### src/hdl/ddp_params.svh
`ifndef DDP_PARAMS_SVH
`define DDP_PARAMS_SVH

// ----------------------------------------------------------------------
// Register map
// ----------------------------------------------------------------------
`define DDP_PUMP_DUTY_CONTROL_ADDR 12'h000
`define DDP_PUMP_DUTY_CONTROL_RESET 12'h000
`define DDP_SENSE_STATUS_ADDR 12'h004
`define DDP_BATT_FIELD_LSB 0
`define DDP_MAINS_FIELD_LSB 4
`define DDP_LOW_FIELD_LSB 8

// ----------------------------------------------------------------------
// Timing
// ----------------------------------------------------------------------
`define DDP_CLK_HZ 50000000
`define DDP_SQUARE_HZ 96000
`define DDP_SLOTS 16
// Longest slot rounds down: 50e6 / (96e3 * 16) = 32 cycles
`define DDP_SLOT_CYCLES (`DDP_CLK_HZ / (`DDP_SQUARE_HZ * `DDP_SLOTS))

`endif

### src/hdl/ddp_pkg.sv
`default_nettype none
package ddp_pkg;
  typedef logic [3:0] ddp_ratio_type;
endpackage
`default_nettype wire

### src/hdl/ddp_pump_ctrl.sv
// The placing of the registers and the APB interface to the registers were decided locally.
`include "ddp_params.svh"
`default_nettype none
// What this block does
// 12-bit RW control, system reset clears
// external power absent uses battery field
// external power present uses mains field
// low rail uses bits 11 to 8
// zero field keeps drive inactive
// n of 16 slots active
// half duty gives 97.7 kHz (96 kHz target, slots rounded down to 32 cycles)
// latch pin level during power-on reset
// latched low active high, else active low
// 4-bit wrapping slot counter compare
module ddp_pump_ctrl import ddp_pkg::*; (
  input  wire logic        sys_clk,
  input  wire logic        rst,
  input  wire logic        por,
  input  wire logic        psel,
  input  wire logic        penable,
  input  wire logic        pwrite,
  input  wire logic [11:0] paddr,
  input  wire logic [31:0] pwdata,
  output logic             pready,
  output logic [31:0]      prdata,
  output logic             pslverr,
  input  wire logic        external_power_present_n,
  input  wire logic        high_rail_pin_in,
  input  wire logic        low_rail_pin_in,
  output logic             high_rail_drive,
  output logic             high_rail_drive_oe,
  output logic             low_rail_drive,
  output logic             low_rail_drive_oe
);
  // Slot rounds down to whole cycles: 97.7 kHz at half duty, not 96
  localparam int SLOT_CYC = `DDP_SLOT_CYCLES;

  // ----------------------------------------------------------------------
  // Field access
  // ----------------------------------------------------------------------
  // Picks one on-time field out of the control word
  function automatic ddp_ratio_type ratio_field(input logic [11:0] word,
                                                input int          lsb);
    ratio_field = word[lsb +: 4];
  endfunction

  // ----------------------------------------------------------------------
  // Input synchronisers
  // ----------------------------------------------------------------------
  logic [2:0] sync1_reg;
  logic [2:0] sync2_reg;
  logic [2:0] sync1_next;
  logic [2:0] sync2_next;

  always_comb begin
    sync1_next = {external_power_present_n, high_rail_pin_in,
                  low_rail_pin_in};
    sync2_next = sync1_reg;
  end

  always_ff @(posedge sys_clk) begin
    sync1_reg <= sync1_next;
    sync2_reg <= sync2_next;
  end

  // ----------------------------------------------------------------------
  // Power-on sense capture
  // ----------------------------------------------------------------------
  // Pins are released (oe low) during por so the strap level can be read;
  // sense holds the last sampled level once por falls
  logic       por_s1_reg;
  logic       por_s2_reg;
  logic       por_s1_next;
  logic       por_s2_next;
  logic [1:0] sense_reg;
  logic [1:0] sense_next;
  logic       oe_reg;
  logic       oe_next;

  always_comb begin
    por_s1_next = por;
    por_s2_next = por_s1_reg;
    sense_next = sense_reg;
    oe_next = ~por_s2_reg;
    if (por_s2_reg) begin
      sense_next = sync2_reg[1:0];
    end
  end

  always_ff @(posedge sys_clk) begin
    por_s1_reg <= por_s1_next;
    por_s2_reg <= por_s2_next;
    sense_reg  <= sense_next;
    oe_reg     <= oe_next;
  end

  // ----------------------------------------------------------------------
  // APB register file
  // ----------------------------------------------------------------------
  logic [11:0] ctrl_reg;
  logic [11:0] ctrl_next;
  logic [31:0] rdata_reg;
  logic [31:0] rdata_next;
  logic        ready_reg;
  logic        ready_next;
  logic        err_reg;
  logic        err_next;
  logic        setup;
  logic        hit_ctrl;
  logic        hit_stat;
  logic        wr_ctrl;

  always_comb begin
    setup      = psel && !penable && !ready_reg;
    hit_ctrl   = paddr == `DDP_PUMP_DUTY_CONTROL_ADDR;
    hit_stat   = paddr == `DDP_SENSE_STATUS_ADDR;
    wr_ctrl    = psel && penable && ready_reg && pwrite && hit_ctrl;
    ctrl_next  = ctrl_reg;
    rdata_next = 32'h0000_0000;
    ready_next = 1'b0;
    err_next   = 1'b0;
    if (setup) begin
      // Answer in the first access cycle: no wait states
      ready_next = 1'b1;
      err_next   = !(hit_ctrl || hit_stat);
      if (!pwrite && hit_ctrl) begin
        rdata_next = {20'h0_0000, ctrl_reg};
      end else if (!pwrite && hit_stat) begin
        rdata_next = {29'h0000_0000, sync2_reg[2], sense_reg};
      end
    end
    if (wr_ctrl) begin
      ctrl_next = pwdata[11:0];
    end
  end

  always_ff @(posedge sys_clk) begin
    if (rst) begin
      ctrl_reg  <= `DDP_PUMP_DUTY_CONTROL_RESET;
      rdata_reg <= 32'h0000_0000;
      ready_reg <= 1'b0;
      err_reg   <= 1'b0;
    end else begin
      ctrl_reg  <= ctrl_next;
      rdata_reg <= rdata_next;
      ready_reg <= ready_next;
      err_reg   <= err_next;
    end
  end

  // ----------------------------------------------------------------------
  // Slot timebase
  // ----------------------------------------------------------------------
  logic [5:0] div_reg;
  logic [5:0] div_next;
  logic [3:0] slot_reg;
  logic [3:0] slot_next;
  logic       tick;

  always_comb begin
    tick      = div_reg == 6'(SLOT_CYC - 1);
    div_next  = tick ? 6'h00 : div_reg + 6'h01;
    slot_next = tick ? slot_reg + 4'h1 : slot_reg;
  end

  always_ff @(posedge sys_clk) begin
    if (rst) begin
      div_reg  <= 6'h00;
      slot_reg <= 4'h0;
    end else begin
      div_reg  <= div_next;
      slot_reg <= slot_next;
    end
  end

  // ----------------------------------------------------------------------
  // Supply select
  // ----------------------------------------------------------------------
  ddp_ratio_type high_ratio;
  ddp_ratio_type low_ratio;

  always_comb begin
    // Supply level changes apply from the next slot compare
    if (sync2_reg[2]) begin
      high_ratio = ratio_field(ctrl_reg, `DDP_BATT_FIELD_LSB);
    end else begin
      high_ratio = ratio_field(ctrl_reg, `DDP_MAINS_FIELD_LSB);
    end
    low_ratio = ratio_field(ctrl_reg, `DDP_LOW_FIELD_LSB);
  end

  // ----------------------------------------------------------------------
  // Pump channels
  // ----------------------------------------------------------------------
  ddp_pump_channel u_high (
    .sys_clk    (sys_clk),
    .rst        (rst),
    .slot_tick  (tick),
    .slot_count (slot_reg),
    .ratio      (high_ratio),
    .sense_low  (sense_reg[1]),
    .drive      (high_rail_drive)
  );

  ddp_pump_channel u_low (
    .sys_clk    (sys_clk),
    .rst        (rst),
    .slot_tick  (tick),
    .slot_count (slot_reg),
    .ratio      (low_ratio),
    .sense_low  (sense_reg[0]),
    .drive      (low_rail_drive)
  );

  // ----------------------------------------------------------------------
  // Outputs
  // ----------------------------------------------------------------------
  assign high_rail_drive_oe = oe_reg;
  assign low_rail_drive_oe  = oe_reg;
  assign pready  = ready_reg;
  assign prdata  = rdata_reg;
  assign pslverr = err_reg;
endmodule // ddp_pump_ctrl
`default_nettype wire

### src/hdl/ddp_pump_channel.sv
`include "ddp_params.svh"
`default_nettype none
module ddp_pump_channel import ddp_pkg::*; (
  input  wire logic    sys_clk,
  input  wire logic    rst,
  input  wire logic    slot_tick,
  input  wire logic [3:0] slot_count,
  input  var  ddp_ratio_type ratio,
  input  wire logic    sense_low,
  output logic         drive
);
  logic drive_reg;
  logic drive_next;

  // ----------------------------------------------------------------------
  // Mark-space compare
  // ----------------------------------------------------------------------
  always_comb begin
    drive_next = drive_reg;
    if (slot_tick) begin
      // Zero ratio never passes compare: pump off
      drive_next = (slot_count < ratio) ^ sense_low;
    end
  end

  always_ff @(posedge sys_clk) begin
    if (rst) begin
      // Idle at the inactive level, never the active one
      drive_reg <= sense_low;
    end else begin
      drive_reg <= drive_next;
    end
  end

  assign drive = drive_reg;
endmodule // ddp_pump_channel
`default_nettype wire

### config.mk
export PLATFORM = sky130hd
export DESIGN_NAME = ddp_pump_ctrl
export DESIGN_NICKNAME = d
export VERILOG_FILES = /design/src/hdl/ddp_pkg.sv /design/src/hdl/ddp_pump_ctrl.sv /design/src/hdl/ddp_pump_channel.sv
export VERILOG_INCLUDE_DIRS = /design/src /design/src/hdl
export SDC_FILE = /design/constraint.sdc
export NUM_CORES = 1
export LEC_CHECK = 0
export BUFFER_PORTS_ARGS = -buffer_cell sky130_fd_sc_hd__buf_4
export CORE_ASPECT_RATIO = 2
export CORE_UTILIZATION = 50
export CTS_CLUSTER_DIAMETER = 150
export CTS_CLUSTER_SIZE = 12
export DETAILED_ROUTE_END_ITERATION = 7
export MAX_ROUTING_LAYER = met4
export PLACE_DENSITY = 0.8
export SLEW_MARGIN = 20
export SYNTH_ARGS = -nofsm -noshare
export SYNTH_HDL_FRONTEND = slang
export SYNTH_SLANG_ARGS = --single-unit
export TNS_END_PERCENT = 100
### constraint.sdc
create_clock -name sys_clk -period 3 [get_ports sys_clk]
set_clock_uncertainty 0.1 [all_clocks]
set_input_delay 0.6 -clock sys_clk [delete_from_list [all_inputs] [get_ports sys_clk]]
set_output_delay 0.6 -clock sys_clk [all_outputs]
set_load 0.005 [all_outputs]
# Yosys cells after proc, flatten, opt, wreduce, memory -nomap -nowiden
# Cells that the tools add are included.
[totals]
wordCells = 51
latchBits = 0
mem_count = 0
mem_bits_rw = 0
inputBits = 53
output_inout_bits = 38
mem_bits_ro = 0
reg_bits = 69
[op_classes]
n_bitwise = 4
addsub = 2
n_div = 0
n_mul = 0
n_mux = 8
shift = 0
n_eq_ne = 2
magnitude_cmp = 2
n_reduce_logical = 18
[op_table]
columns = ["operator", "n"]
rows = [
  ["$eq A12 B3 Y1 const B", 1],
  ["$logic_not A12 Y1", 1],
  ["$mux W12", 1],
  ["$logic_and A1 B1 Y1", 8],
  ["$lt A4 B4 Y1", 2],
  ["$add A6 B1 Y6 const B", 1],
  ["$eq A6 B5 Y1 const B", 1],
  ["$mux W1", 5],
  ["$add A4 B1 Y4 const B", 1],
  ["$logic_not A1 Y1", 4],
  ["$mux W4", 1],
  ["$reduce_or A2 Y1", 2],
  ["$mux W3", 1],
  ["$reduce_or A3 Y1", 1],
  ["$not A1 Y1", 2],
  ["$reduce_bool A2 Y1", 1],
  ["$xor A1 B1 Y1", 2],
  ["$logic_or A1 B1 Y1", 1],
]

# Depth between registers and ports, before layout
# Gate-level depths: netlist of run 1.
[logic_depth]
depth_word = 5
mapped_depth = 7
mapped_depth_nobuf = 6

# Hierarchy
# From an unflattened synthesis of run 1, not the netlist that was laid out.
[unflattened]
hier_cells = 216
area_unflattened_um2 = 2190.9
[modules_own_cells]
columns = ["mod", "cells_per_inst", "seq_area_each_um2", "n_inst", "area_each_um2"]
rows = [
  ["ddp_pump_ctrl", 190, 960.9, 1, 1938.1],
  ["ddp_pump_channel", 13, 30.0, 2, 126.4],
]

# Least setup slack after synthesis of run 1
# No wires, ideal clock.
[synth_timing]
kind = "reg-to-reg"
start = "register sync2_reg[2]"
end = "register u_high.drive_reg (netlist: u_high.drive) (data pin)"
path_stages_with_launch = 7
setup_time_ns = 0.267
slack_ns = 1.088
arrival_time_ns = 1.545
t_required_ns = 2.633
path_buffers = 1
period_less_slack_ns = 1.912
path_cell_list = "dfxtp_1 buf_6 mux2i_1 ha_1 or4_1 a311oi_2 xor2_1"
[synth_via]
elab_chain_cells = 5
[synth_lines]
columns = ["item", "line", "text"]
rows = [
  ["start, declared", "ddp_pump_ctrl.sv:51", "logic [2:0] sync2_reg;"],
  ["start signal, assigned", "ddp_pump_ctrl.sv:63", "sync2_reg <= sync2_next;"],
  ["$mux W4", "ddp_pump_ctrl.sv:184", "if (sync2_reg[2]) begin"],
  ["$lt A4 B4 Y1", "ddp_pump_channel.sv:22", "drive_next = (slot_count < ratio) ^ sense_low;"],
  ["$xor A1 B1 Y1", "ddp_pump_channel.sv:22", ""],
  ["$mux W1", "ddp_pump_channel.sv:20", "if (slot_tick) begin"],
  ["$mux W1", "ddp_pump_channel.sv:27", "if (rst) begin"],
  ["end signal, assigned", "ddp_pump_channel.sv:29", "drive_reg <= sense_low;"],
  ["end signal, assigned", "ddp_pump_channel.sv:31", "drive_reg <= drive_next;"],
  ["end, declared", "ddp_pump_channel.sv:12", "logic drive_reg;"],
]
# No other way between the ends. The select of a mux whose other input is x is not followed.
# A chain may end at the register's enable or synchronous reset.

# Final worst setup path of run 1
# Ends and elaborated chain as after synthesis.

==> flow_summary.rst, run 1 <==
.. list-table::
   :header-rows: 1

   * - Metric
     - Value
   * - Result of the run
     - finished, final reports clean
   * - Total non-filler cell area in the finished layout
     - 2497 sq um
   * - Clock transition time at the flip-flop clock pins of the worst setup and hold paths
     - 90 ps
   * - Number of flops mapped to enable cells by yosys
     - 4
   * - CP peak stage delay
     - 510 ps
   * - Top_reg_cell synth
     - sky130_fd_sc_hd__dfxtp_1
   * - Fraction of the cycle the final worst path needs
     - 0.6856
   * - Clock network fraction of design power
     - 0.328
   * - Detailed placement HPWL
     - 2593 microns
   * - Pins over their slew limit
     - 0
   * - Initial Utilization
     - 0.5322
   * - Number of distinct library cells after synthesis
     - 29
   * - Yosys warning count
     - 0
   * - Post-layout utilization of the core
     - 0.6365
   * - Synth Area per Inst
     - 10.60 sq um
   * - Final worst-path setup slack
     - 943.2 ps
   * - Count of buffers added by post-CTS timing repair for setup
     - 0
   * - Share of flip-flops with an asynchronous set or reset
     - 0
   * - Clock latency of the later-clocked register in the worst-skew pair
     - 300 ps
   * - Critical path's slowest cell
     - sky130_fd_sc_hd__or4_1
   * - Largest net degree at the start of global routing
     - 35
   * - Main area contributors after synthesis
     - sky130_fd_sc_hd__dfxtp_1, sky130_fd_sc_hd__mux2i_1, sky130_fd_sc_hd__buf_4
   * - Switching pwr
     - 0.2527 mW
   * - Number of antenna-violating nets in the routed design
     - 0
   * - Path category of the worst min-delay check
     - register to register
   * - Number of iterations in the first detailed-routing pass
     - 4
   * - Clock tree from TritonCTS
     - built
   * - Wire length of the first global-routing pass
     - 5713 microns
   * - Pleak
     - 1.059 nW
   * - Fraction of final layout cells with drive strength greater than 1
     - 0.2581
   * - Maximum buffer depth of the clock tree
     - 2
   * - Number of diodes
     - 0
   * - Summed instance area of the synthesized netlist
     - 2088 sq um
   * - Setup Viol. Count Final
     - 0
   * - Count of buffers from port buffering
     - 50
   * - Cell with the most instances after synthesis
     - sky130_fd_sc_hd__dfxtp_1
   * - Chip Height
     - 93.40 microns
   * - Min cycle time layout
     - 2057 ps
   * - RSZ-0062 raised after global routing
     - false
   * - Initial detailed-routing violation count
     - 13
   * - Cell area after placement
     - 2411 sq um
   * - Flop and latch count out of synthesis
     - 49
   * - Sequential-to-total area share from yosys stat
     - 0.4889
   * - Endpoint arrival time on the critical path
     - 2010 ps
   * - Resize count post-CTS
     - 0
   * - Number of violations of the max-capacitance limit
     - 0
   * - Vias in the first global route
     - 1321
   * - Worst supply voltage drop on vdd
     - 312.2 uV
   * - Die extent in x
     - 47.70 microns
   * - Req. time, crit path
     - 2950 ps
   * - Wire length per cell
     - 11.56 microns
   * - Final Hold Fails
     - 0
   * - Detailed-route via count
     - 1417
   * - Gate count after technology mapping
     - 197
   * - Clk sink count
     - 49
   * - CP top delay family
     - simple AND/OR/NAND/NOR gates
   * - Post-detailed-route via-to-cell ratio
     - 4.739
   * - Crit path max fanout
     - 5
   * - Core area
     - 3924 sq um
   * - Power density relative to cell area
     - 454.5 nW/um^2
   * - Total congestion overflow
     - 0
   * - Total Negative Setup Slacks
     - 0 ps
   * - Routability cong.
     - 0.8415
   * - WS Path Type
     - register to register
   * - Number of placement rows
     - 32
   * - Part of the total power dissipated in combinational logic
     - 0.069
   * - Synthesis-to-layout area growth
     - 19.59%
   * - Number of top-level pins
     - 91
   * - Final-stage net count
     - 308
   * - Cell internal pwr
     - 0.8823 mW
   * - Post-Place Worst Slack
     - 854.8 ps
   * - Total GRT Usage
     - 0.1863
   * - Max Clk Rate
     - 486.2 MHz
   * - Post-synth top area cell
     - sky130_fd_sc_hd__dfxtp_1
   * - Kind of end point of the critical path
     - register
   * - Number of buffers created by CTS
     - 5
   * - Area share of the largest cell type after synthesis
     - 0.4314
   * - Worst path cell trace
     - mux2i_1 > ha_1 > or4_1 > a311oi_2 > xor2_1
   * - Number of buffers added to fix hold violations after cts
     - 0
   * - Count of H-tree levels built during CTS
     - 2
   * - Share of total power in sequential cells
     - 0.603
   * - DRC violation count after routing
     - 0
   * - Sum of buffers and inverters on the critical path
     - 0
   * - Commonest cells in the netlist
     - sky130_fd_sc_hd__dfxtp_1, sky130_fd_sc_hd__nand2b_1, sky130_fd_sc_hd__buf_4, sky130_fd_sc_hd__mux2i_1, sky130_fd_sc_hd__nor2_1
   * - Sw Ratio
     - 0.2227
   * - Clock root buffer master
     - sky130_fd_sc_hd__clkbuf_8
   * - Worst setup SP type
     - register
   * - Area of the die
     - 4454 sq um
   * - Final Routed Wirelength
     - 3456 microns
   * - Number of antenna violations at the first check in global routing
     - 0
-- cell usage in the layout (no fill, tap or decap) --
| cell | netlist | routed |
|---|---|---|
| sky130_fd_sc_hd__or3b_1 | 1 | 1 |
| sky130_fd_sc_hd__or2_2 | 1 | 1 |
| sky130_fd_sc_hd__nor4b_4 | 1 | 1 |
| sky130_fd_sc_hd__a311oi_2 | 1 | 1 |
| sky130_fd_sc_hd__nor3b_1 | 1 | 1 |
| sky130_fd_sc_hd__dfxtp_1 | 45 | 45 |
| sky130_fd_sc_hd__xnor2_1 | 6 | 6 |
| sky130_fd_sc_hd__nand2b_1 | 26 | 26 |
| sky130_fd_sc_hd__ha_1 | 8 | 8 |
| sky130_fd_sc_hd__nand2_1 | 3 | 3 |
| sky130_fd_sc_hd__conb_1 | 1 | 20 |
| sky130_fd_sc_hd__a211oi_1 | 1 | 1 |
| sky130_fd_sc_hd__inv_1 | 5 | 5 |
| sky130_fd_sc_hd__nor3_4 | 1 | 1 |
| sky130_fd_sc_hd__mux2i_1 | 19 | 19 |
| sky130_fd_sc_hd__o21ai_0 | 3 | 3 |
| sky130_fd_sc_hd__clkinvlp_4 | 0 | 1 |
| sky130_fd_sc_hd__xor2_1 | 3 | 3 |
| sky130_fd_sc_hd__nand3_1 | 4 | 4 |
| sky130_fd_sc_hd__nor3_1 | 3 | 3 |
| sky130_fd_sc_hd__clkbuf_8 | 0 | 5 |
| sky130_fd_sc_hd__and2_1 | 7 | 7 |
| sky130_fd_sc_hd__nor2_1 | 14 | 14 |
| sky130_fd_sc_hd__buf_4 | 22 | 52 |
| sky130_fd_sc_hd__or4_1 | 1 | 1 |
| sky130_fd_sc_hd__nand4_1 | 3 | 3 |
| sky130_fd_sc_hd__edfxtp_1 | 4 | 4 |
| sky130_fd_sc_hd__clkinv_2 | 0 | 2 |
| sky130_fd_sc_hd__nor4_1 | 5 | 5 |
| sky130_fd_sc_hd__a21oi_1 | 2 | 2 |
-- stage by stage --
stage                     hold WS [ps]  total power [mW]  std cells
after floorplan                  209.6            0.7537        216
after global placement           210.4            0.7768        291
after detailed placement         212.8            0.7786        291
after CTS                        233.0             1.142        299
after global routing             243.1             1.186        299
final                            232.6             1.135        299
-- area by class of cell --
type | count | area (sq um)
fill | 349 | 1426
sequential | 49 | 1021
multi-input combinational | 134 | 917.1
timing repair buffer | 52 | 390.4
clock buffer | 5 | 68.82
tap | 51 | 63.81
inverter | 5 | 18.77
clock inverter | 3 | 17.52
-- metal layers --
layer	wire length, microns	track usage	vias up
met2	1917	0.3153	58
met4	136	0.1065	0
met1	1233	0.1882	635
li1	-	-	713
met3	169	0.02896	11
met5	0	-	-
-- power groups by stage --
stage	logic, mW	clock network, mW	registers [mW]
after floorplan	0.0577	0	0.696
after global placement	0.0779	0	0.699
after detailed placement	0.0788	0	0.700
after CTS	0.0790	0.379	0.684
after global routing	0.0878	0.412	0.686
final	0.0785	0.372	0.684
-- logic make-up (layout without fill, tap and decap cells) --
| logic type | count (synthesis) | after routing | synth area share |
|---|---|---|---|
| and+or+nand+nor | 71 | 71 | 0.2037 |
| adders and majority gates | 8 | 8 | 0.04793 |
| xor gates and xnor gates | 9 | 9 | 0.03775 |
| other | 1 | 20 | 0.001796 |
| AOI/OAI and AO/OA | 7 | 7 | 0.02277 |
| muxes | 19 | 19 | 0.09107 |
| DFF | 49 | 49 | 0.4889 |
| buffers and inverters | 33 | 65 | 0.1061 |
-- final timing paths --
check                     from      endpoint  slack [ps]  depth (start not counted)
setup / recovery  sync2_reg[2]  u_high.drive         940                          5
hold / removal    sync1_reg[1]  sync2_reg[1]         230                          0
setup reg to reg  sync2_reg[2]  u_high.drive         940                          5
hold reg to reg   sync1_reg[1]  sync2_reg[1]         230                          0
No activity file was read; power rests on OpenSTA's default activity.
==> run 2: changes to the inputs <==
ABC_AREA = 1   (was default)
CORE_UTILIZATION = 47   (was 50)
PLACE_DENSITY = 0.75   (was 0.8)
clock period = 2.1 ns   (was 3 ns; I/O delays follow)
==> flow_summary.rst, run 2 <==
.. list-table::
   :header-rows: 1

   * - Metric
     - Value
   * - Count of H-tree levels built during CTS
     - 2 (unchanged)
   * - Number of antenna-violating nets in the routed design
     - 0 (unchanged)
   * - Wire length per cell
     - 10.00 microns (-13%)
   * - Number of buffers added to fix hold violations after cts
     - 0 (unchanged)
   * - Total Power
     - 1.785 mW (+57%)
   * - Worst supply voltage drop on vdd
     - 553.5 uV (+77%)
   * - Sequential-to-total area share from yosys stat
     - 0.4889 (unchanged)
   * - Cell area after placement
     - 2421 sq um (+0.42%)
   * - Pleak
     - 1.347 nW (+27%)
   * - Post-synth top area cell
     - sky130_fd_sc_hd__dfxtp_1
   * - Final worst-path setup slack
     - 239.2 ps (-704.0 ps)
   * - Number of buffers created by CTS
     - 5 (unchanged)
   * - Final-layout fill cell count
     - 417 (+19%)
   * - Cell with the most instances after synthesis
     - sky130_fd_sc_hd__nand2_1
   * - Chip Height
     - 96.27 microns (+3.1%)
   * - Synth Area per Inst
     - 7.821 sq um (-26%)
   * - Number of flops mapped to enable cells by yosys
     - 4 (unchanged)
   * - Number of placement rows
     - 34 (+6.3%)
   * - Req. time, crit path
     - 2080 ps (-870 ps)
   * - Result of the run
     - finished, final reports clean
   * - Detailed placement HPWL
     - 2861 microns (+10%)
   * - Power density relative to cell area
     - 703.5 nW/um^2 (+55%)
   * - Number of diodes
     - 0 (unchanged)
   * - Clock tree from TritonCTS
     - built
   * - Area of the die
     - 4730 sq um (+6.2%)
   * - Fraction of final layout cells with drive strength greater than 1
     - 0.2038 (-0.05430)
   * - Setup Viol. Count Final
     - 0 (unchanged)
   * - Min cycle time layout
     - 1861 ps (-196.0 ps)
   * - Top_reg_cell synth
     - sky130_fd_sc_hd__dfxtp_1
   * - Routability cong.
     - 0.7443 (-12%)
   * - Commonest cells in the netlist
     - sky130_fd_sc_hd__nand2_1, sky130_fd_sc_hd__nor2_1, sky130_fd_sc_hd__dfxtp_1, sky130_fd_sc_hd__inv_1, sky130_fd_sc_hd__buf_4
   * - Number of antenna violations at the first check in global routing
     - 0 (unchanged)
   * - Count of buffers added by post-CTS timing repair for setup
     - 0 (unchanged)
   * - Post-detailed-route via-to-cell ratio
     - 4.566 (-3.7%)
   * - Clock latency of the later-clocked register in the worst-skew pair
     - 310 ps (about the same)
   * - Synthesis-to-layout area growth
     - 21.51%
   * - Fraction of the cycle the final worst path needs
     - 0.8861 (+0.2005)
   * - Final-stage net count
     - 379 (+23%)
   * - Clock root buffer master
     - sky130_fd_sc_hd__clkbuf_8
   * - Clk sink count
     - 49 (unchanged)
   * - DRC violation count after routing
     - 0 (unchanged)
   * - Largest net degree at the start of global routing
     - 25 (-29%)
   * - Number of top-level pins
     - 91 (unchanged)
   * - Crit path max fanout
     - 9 (+4)
   * - Worst setup SP type
     - register
   * - WS Path Type
     - register to register
   * - Core area
     - 4297 sq um (+9.5%)
   * - Number of iterations in the first detailed-routing pass
     - 4 (unchanged)
   * - Main area contributors after synthesis
     - sky130_fd_sc_hd__dfxtp_1, sky130_fd_sc_hd__nand2_1, sky130_fd_sc_hd__nor2_1
   * - Final Hold Fails
     - 0 (unchanged)
   * - Wire length of the first global-routing pass
     - 5871 microns (+2.8%)
   * - Total Negative Setup Slacks
     - 0 ps (unchanged)
   * - Endpoint arrival time on the critical path
     - 1840 ps (-170 ps)
   * - Critical path's slowest cell
     - sky130_fd_sc_hd__dfxtp_1
   * - Commonest cells after routing, fill and taps aside
     - sky130_fd_sc_hd__nand2_1, sky130_fd_sc_hd__buf_4, sky130_fd_sc_hd__nor2_1, sky130_fd_sc_hd__dfxtp_1, sky130_fd_sc_hd__inv_1
   * - Number of violations of the max-capacitance limit
     - 0 (unchanged)
   * - Post-Place Worst Slack
     - 308.3 ps (-546.5 ps)
   * - Final hold slack
     - 107.8 ps (-124.8 ps)
   * - Count of buffers from port buffering
     - 50 (unchanged)
   * - Most common cell after layout, fill and taps aside
     - sky130_fd_sc_hd__nand2_1
   * - Initial detailed-routing violation count
     - 28 (+15)
   * - Number of distinct library cells after synthesis
     - 21 (-28%)
   * - Total non-filler cell area in the finished layout
     - 2537 sq um (+1.6%)
   * - Vias in the first global route
     - 1510 (+14%)
   * - RSZ-0062 raised after global routing
     - false
   * - Pins over their slew limit
     - 0 (unchanged)
   * - Kind of end point of the critical path
     - register
   * - Total congestion overflow
     - 0 (unchanged)
   * - Die extent in x
     - 49.14 microns (+3.0%)
   * - Resize count post-CTS
     - 0 (unchanged)
   * - Total GRT Usage
     - 0.1711 (-0.01525)
   * - Initial Utilization
     - 0.4860 (-0.04618)
   * - Worst path cell trace
     - nand2_1 > o21ai_0 > ha_1 > a211o_1 > inv_1 > nand3_1 > nand2_1 > inv_1
   * - Area share of the largest cell type after synthesis
     - 0.4314 (unchanged)
   * - Summed instance area of the synthesized netlist
     - 2088 sq um (unchanged)
   * - Detailed-route via count
     - 1703 (+20%)
   * - Clock transition time at the flip-flop clock pins of the worst setup and hold paths
     - 100 ps (about the same)
   * - CP peak stage delay
     - 510 ps (about the same)
   * - Gate count after technology mapping
     - 267 (+36%)
   * - Final Routed Wirelength
     - 3730 microns (+7.9%)
   * - Yosys warning count
     - 0 (unchanged)
   * - Path category of the worst min-delay check
     - input pin to register
   * - Max Clk Rate
     - 537.4 MHz (+11%)
   * - Flop and latch count out of synthesis
     - 49 (unchanged)
   * - Maximum buffer depth of the clock tree
     - 2 (unchanged)
   * - Share of flip-flops with an asynchronous set or reset
     - 0 (unchanged)
run 2: power by group:
| part | switching, mW | internal (mW) |
|---|---|---|
| Sequential | 0.0122 | 0.964 |
| Combinational | 0.0524 | 0.0628 |
| Clock | 0.331 | 0.363 |
run 2: final cells by class:
class	instances	area [sq um]	share of cell area
sequential	49	1021	0.4024
clock buffer	5	68.82	0.02712
tap	54	67.56	0.02663
timing repair buffer	51	382.9	0.1509
multi-input combinational	177	822.0	0.3240
inverter	34	127.6	0.05030
clock inverter	3	47.55	0.01874
run 2: path summary, 6_finish.rpt:
kind / endpoint / slack (ps) / startpoint / cells after the start
min: sync1_reg[1] / 110 / high_rail_pin_in / 1
max: u_high.drive / 240 / sync2_reg[2] / 8
max reg2reg: u_high.drive / 240 / sync2_reg[2] / 8
min reg2reg: sync2_reg[2] / 230 / sync1_reg[2] / 0
run 2: worst max-delay path, delay by kind of cell, from the launching register on:
kind | cells | cell delay, ps
AND/OR/NAND/NOR | 3 | 220
flip-flops | 1 | 510
buffers and inverters | 2 | 100
AO/OA/AOI/OAI | 2 | 390
adder cells (fa/ha/maj) | 1 | 300
run 2: through the flow:
stage,cells,util
final,373,0.5906
after global routing,373,0.5906
after CTS,373,0.5906
after detailed placement,365,0.5635
after global placement,365,0.5635
after floorplan,286,-
run 2: kinds of logic after synthesis:
group	Yosys count	share of synthesized area
AOI/OAI and AO/OA	16	0.04014
DFF	49	0.4889
adders and majority gates	8	0.04793
and+or+nand+nor	133	0.2696
buffers and inverters	60	0.1516
other	1	0.001796
run 2: layer usage:
layer  track usage  part of all wire
met1        0.1327              0.35
met2        0.3493              0.59
met3       0.03791             0.039
met4       0.09069             0.021
met5             -                 0
==> run 3: changes to the inputs <==
CORE_MARGIN = 1.5   (was default)
==> flow_summary.rst, run 3 (synthesis results as in run 2) <==
.. list-table::
   :header-rows: 1

   * - Metric
     - Value
   * - Total congestion overflow
     - 0 (unchanged)
   * - Clk sink count
     - 49 (unchanged)
   * - Req. time, crit path
     - 2080 ps (about the same)
   * - Pleak
     - 1.333 nW (-1.1%)
   * - Synthesis-to-layout area growth
     - 20.25%
   * - Met2 wire length
     - 2155 microns (-2.7%)
   * - Clock latency of the later-clocked register in the worst-skew pair
     - 300 ps (about the same)
   * - Count of buffers added by post-CTS timing repair for setup
     - 0 (unchanged)
   * - Wire length per cell
     - 10.10 microns (+1.0%)
   * - Post-detailed-route via-to-cell ratio
     - 4.442 (-2.7%)
   * - Largest net degree at the start of global routing
     - 25 (unchanged)
   * - Endpoint arrival time on the critical path
     - 1720 ps (-120 ps)
   * - Routability cong.
     - 0.8056 (+8.2%)
   * - Final Hold Fails
     - 0 (unchanged)
   * - Setup Viol. Count Final
     - 0 (unchanged)
   * - Result of the run
     - finished, final reports clean
   * - Crit path max fanout
     - 9 (unchanged)
   * - Vias in the first global route
     - 1596 (+5.7%)
   * - Initial Utilization
     - 0.4860 (unchanged)
   * - Worst path cell trace
     - nand2_1 > o21ai_0 > ha_1 > a211o_1 > inv_1 > nand3_1 > nand2_1 > inv_1
   * - Commonest cells after routing, fill and taps aside
     - sky130_fd_sc_hd__nand2_1, sky130_fd_sc_hd__buf_4, sky130_fd_sc_hd__nor2_1, sky130_fd_sc_hd__dfxtp_1, sky130_fd_sc_hd__inv_1
   * - Number of top-level pins
     - 91 (unchanged)
   * - Final-stage net count
     - 379 (unchanged)
   * - Clock root buffer master
     - sky130_fd_sc_hd__clkbuf_8
   * - Length of routed met3 wiring
     - 206 microns (+40%)
   * - Detailed-route via count
     - 1657 (-2.7%)
   * - Total GRT Usage
     - 0.1753 (+0.004200)
   * - Detailed placement HPWL
     - 2933 microns (+2.5%)
   * - Count of buffers from port buffering
     - 50 (unchanged)
   * - Final worst-path setup slack
     - 351.3 ps (+112.1 ps)
   * - DRC violation count after routing
     - 0 (unchanged)
   * - Core area
     - 4297 sq um (unchanged)
   * - Final Routed Wirelength
     - 3769 microns (+1.0%)
   * - Highest routed layer
     - met4
   * - Worst supply voltage drop on vdd
     - 652.6 uV (+18%)
   * - Most common cell after layout, fill and taps aside
     - sky130_fd_sc_hd__nand2_1
   * - Number of violations of the max-capacitance limit
     - 0 (unchanged)
   * - Total non-filler cell area in the finished layout
     - 2511 sq um (-1.0%)
   * - Power density relative to cell area
     - 655.4 nW/um^2 (-6.8%)
   * - Maximum buffer depth of the clock tree
     - 2 (unchanged)
   * - Chip Height
     - 97.27 microns (+1.0%)
   * - Kind of end point of the critical path
     - register
   * - Count of H-tree levels built during CTS
     - 2 (unchanged)
   * - Min cycle time layout
     - 1749 ps (-112.1 ps)
   * - Die extent in x
     - 50.14 microns (+2.0%)
   * - Post-Place Worst Slack
     - 331.4 ps (+23.04 ps)
   * - Fraction of the cycle the final worst path needs
     - 0.8327 (-0.05339)
   * - Area of the die
     - 4876 sq um (+3.1%)
   * - Number of placement rows
     - 34 (unchanged)
   * - Number of buffers added to fix hold violations after cts
     - 0 (unchanged)
   * - Max Clk Rate
     - 571.9 MHz (+6.4%)
   * - Pins over their slew limit
     - 0 (unchanged)
   * - Number of diodes
     - 0 (unchanged)
   * - Number of antenna violations at the first check in global routing
     - 0 (unchanged)
   * - Path category of the worst min-delay check
     - input pin to register
   * - Number of iterations in the first detailed-routing pass
     - 4 (unchanged)
   * - Cell area after placement
     - 2421 sq um (unchanged)
   * - Number of antenna-violating nets in the routed design
     - 0 (unchanged)
   * - Total Negative Setup Slacks
     - 0 ps (unchanged)
   * - Critical path's slowest cell
     - sky130_fd_sc_hd__dfxtp_1
   * - Worst setup SP type
     - register
   * - Clock tree from TritonCTS
     - built
   * - Number of buffers created by CTS
     - 5 (unchanged)
   * - Fraction of final layout cells with drive strength greater than 1
     - 0.2038 (unchanged)
   * - Resize count post-CTS
     - 0 (unchanged)
   * - Wire length of the first global-routing pass
     - 6306 microns (+7.4%)
   * - Clock transition time at the flip-flop clock pins of the worst setup and hold paths
     - 90 ps (about the same)
   * - Routed met1 length
     - 1298 microns (+0.78%)
   * - WS Path Type
     - register to register
   * - CP peak stage delay
     - 470 ps (-40 ps)
   * - Initial detailed-routing violation count
     - 25 (-11%)
   * - RSZ-0062 raised after global routing
     - false
[run 3: changes by cell type in the layout (fill, tap and decap cells not counted), sizes merged]
cell      delta
inv          -1
clkinvlp     +1
clkinv       +1
bufinv       -1
[run 3: per-stage QoR]
step	hold slack (ps)	std cells	power [mW]	util
3_5_place_dp	214.7	365	1.115	0.5635
3_3_place_gp	210.7	365	1.110	0.5635
2_1_floorplan	209.6	286	1.074	-
6_report	113.9	373	1.646	0.5845
5_1_grt	92.24	373	1.721	0.5845
4_1_cts	101.4	373	1.665	0.5845
[run 3: final timing paths]
| path | from | to | slack, ps | cells past startpoint |
|---|---|---|---|---|
| max | sync2_reg[2] | u_high.drive | 350 | 8 |
| min | low_rail_pin_in | sync1_reg[0] | 110 | 1 |
| max reg2reg | sync2_reg[2] | u_high.drive | 350 | 8 |
| min reg2reg | sync1_reg[2] | sync2_reg[2] | 230 | 0 |
[run 3: critical path, delay by kind of cell, from the launching register on]
kind,cells,cell delay [ps]
adders and majority gates,1,280
DFF,1,470
and+or+nand+nor,3,220
buffers and inverters,2,100
AOI/OAI and AO/OA,2,360
[run 3: layer usage]
| layer | track usage | vias up |
|---|---|---|
| li1 | - | 879 |
| met1 | 0.1456 | 721 |
| met2 | 0.3249 | 52 |
| met3 | 0.03385 | 5 |
| met4 | 0.1197 | 0 |
| met5 | - | - |
[run 3: final cells by class]
cell class,instances,area (sq um)
clock inverter,3,21.27
tap,54,67.56
timing repair buffer,51,382.9
inverter,34,127.6
clock buffer,5,68.82
fill,439,1785
sequential,49,1021
multi-input combinational,177,822.0
[run 3: where the power goes]
part	internal, mW	total, mW	leakage, nW	switching, mW
logic	0.0631	0.117	0.883	0.0536
clock network	0.236	0.554	0.0445	0.317
registers	0.963	0.976	0.406	0.0121
total	1.26	1.65	1.33	0.383
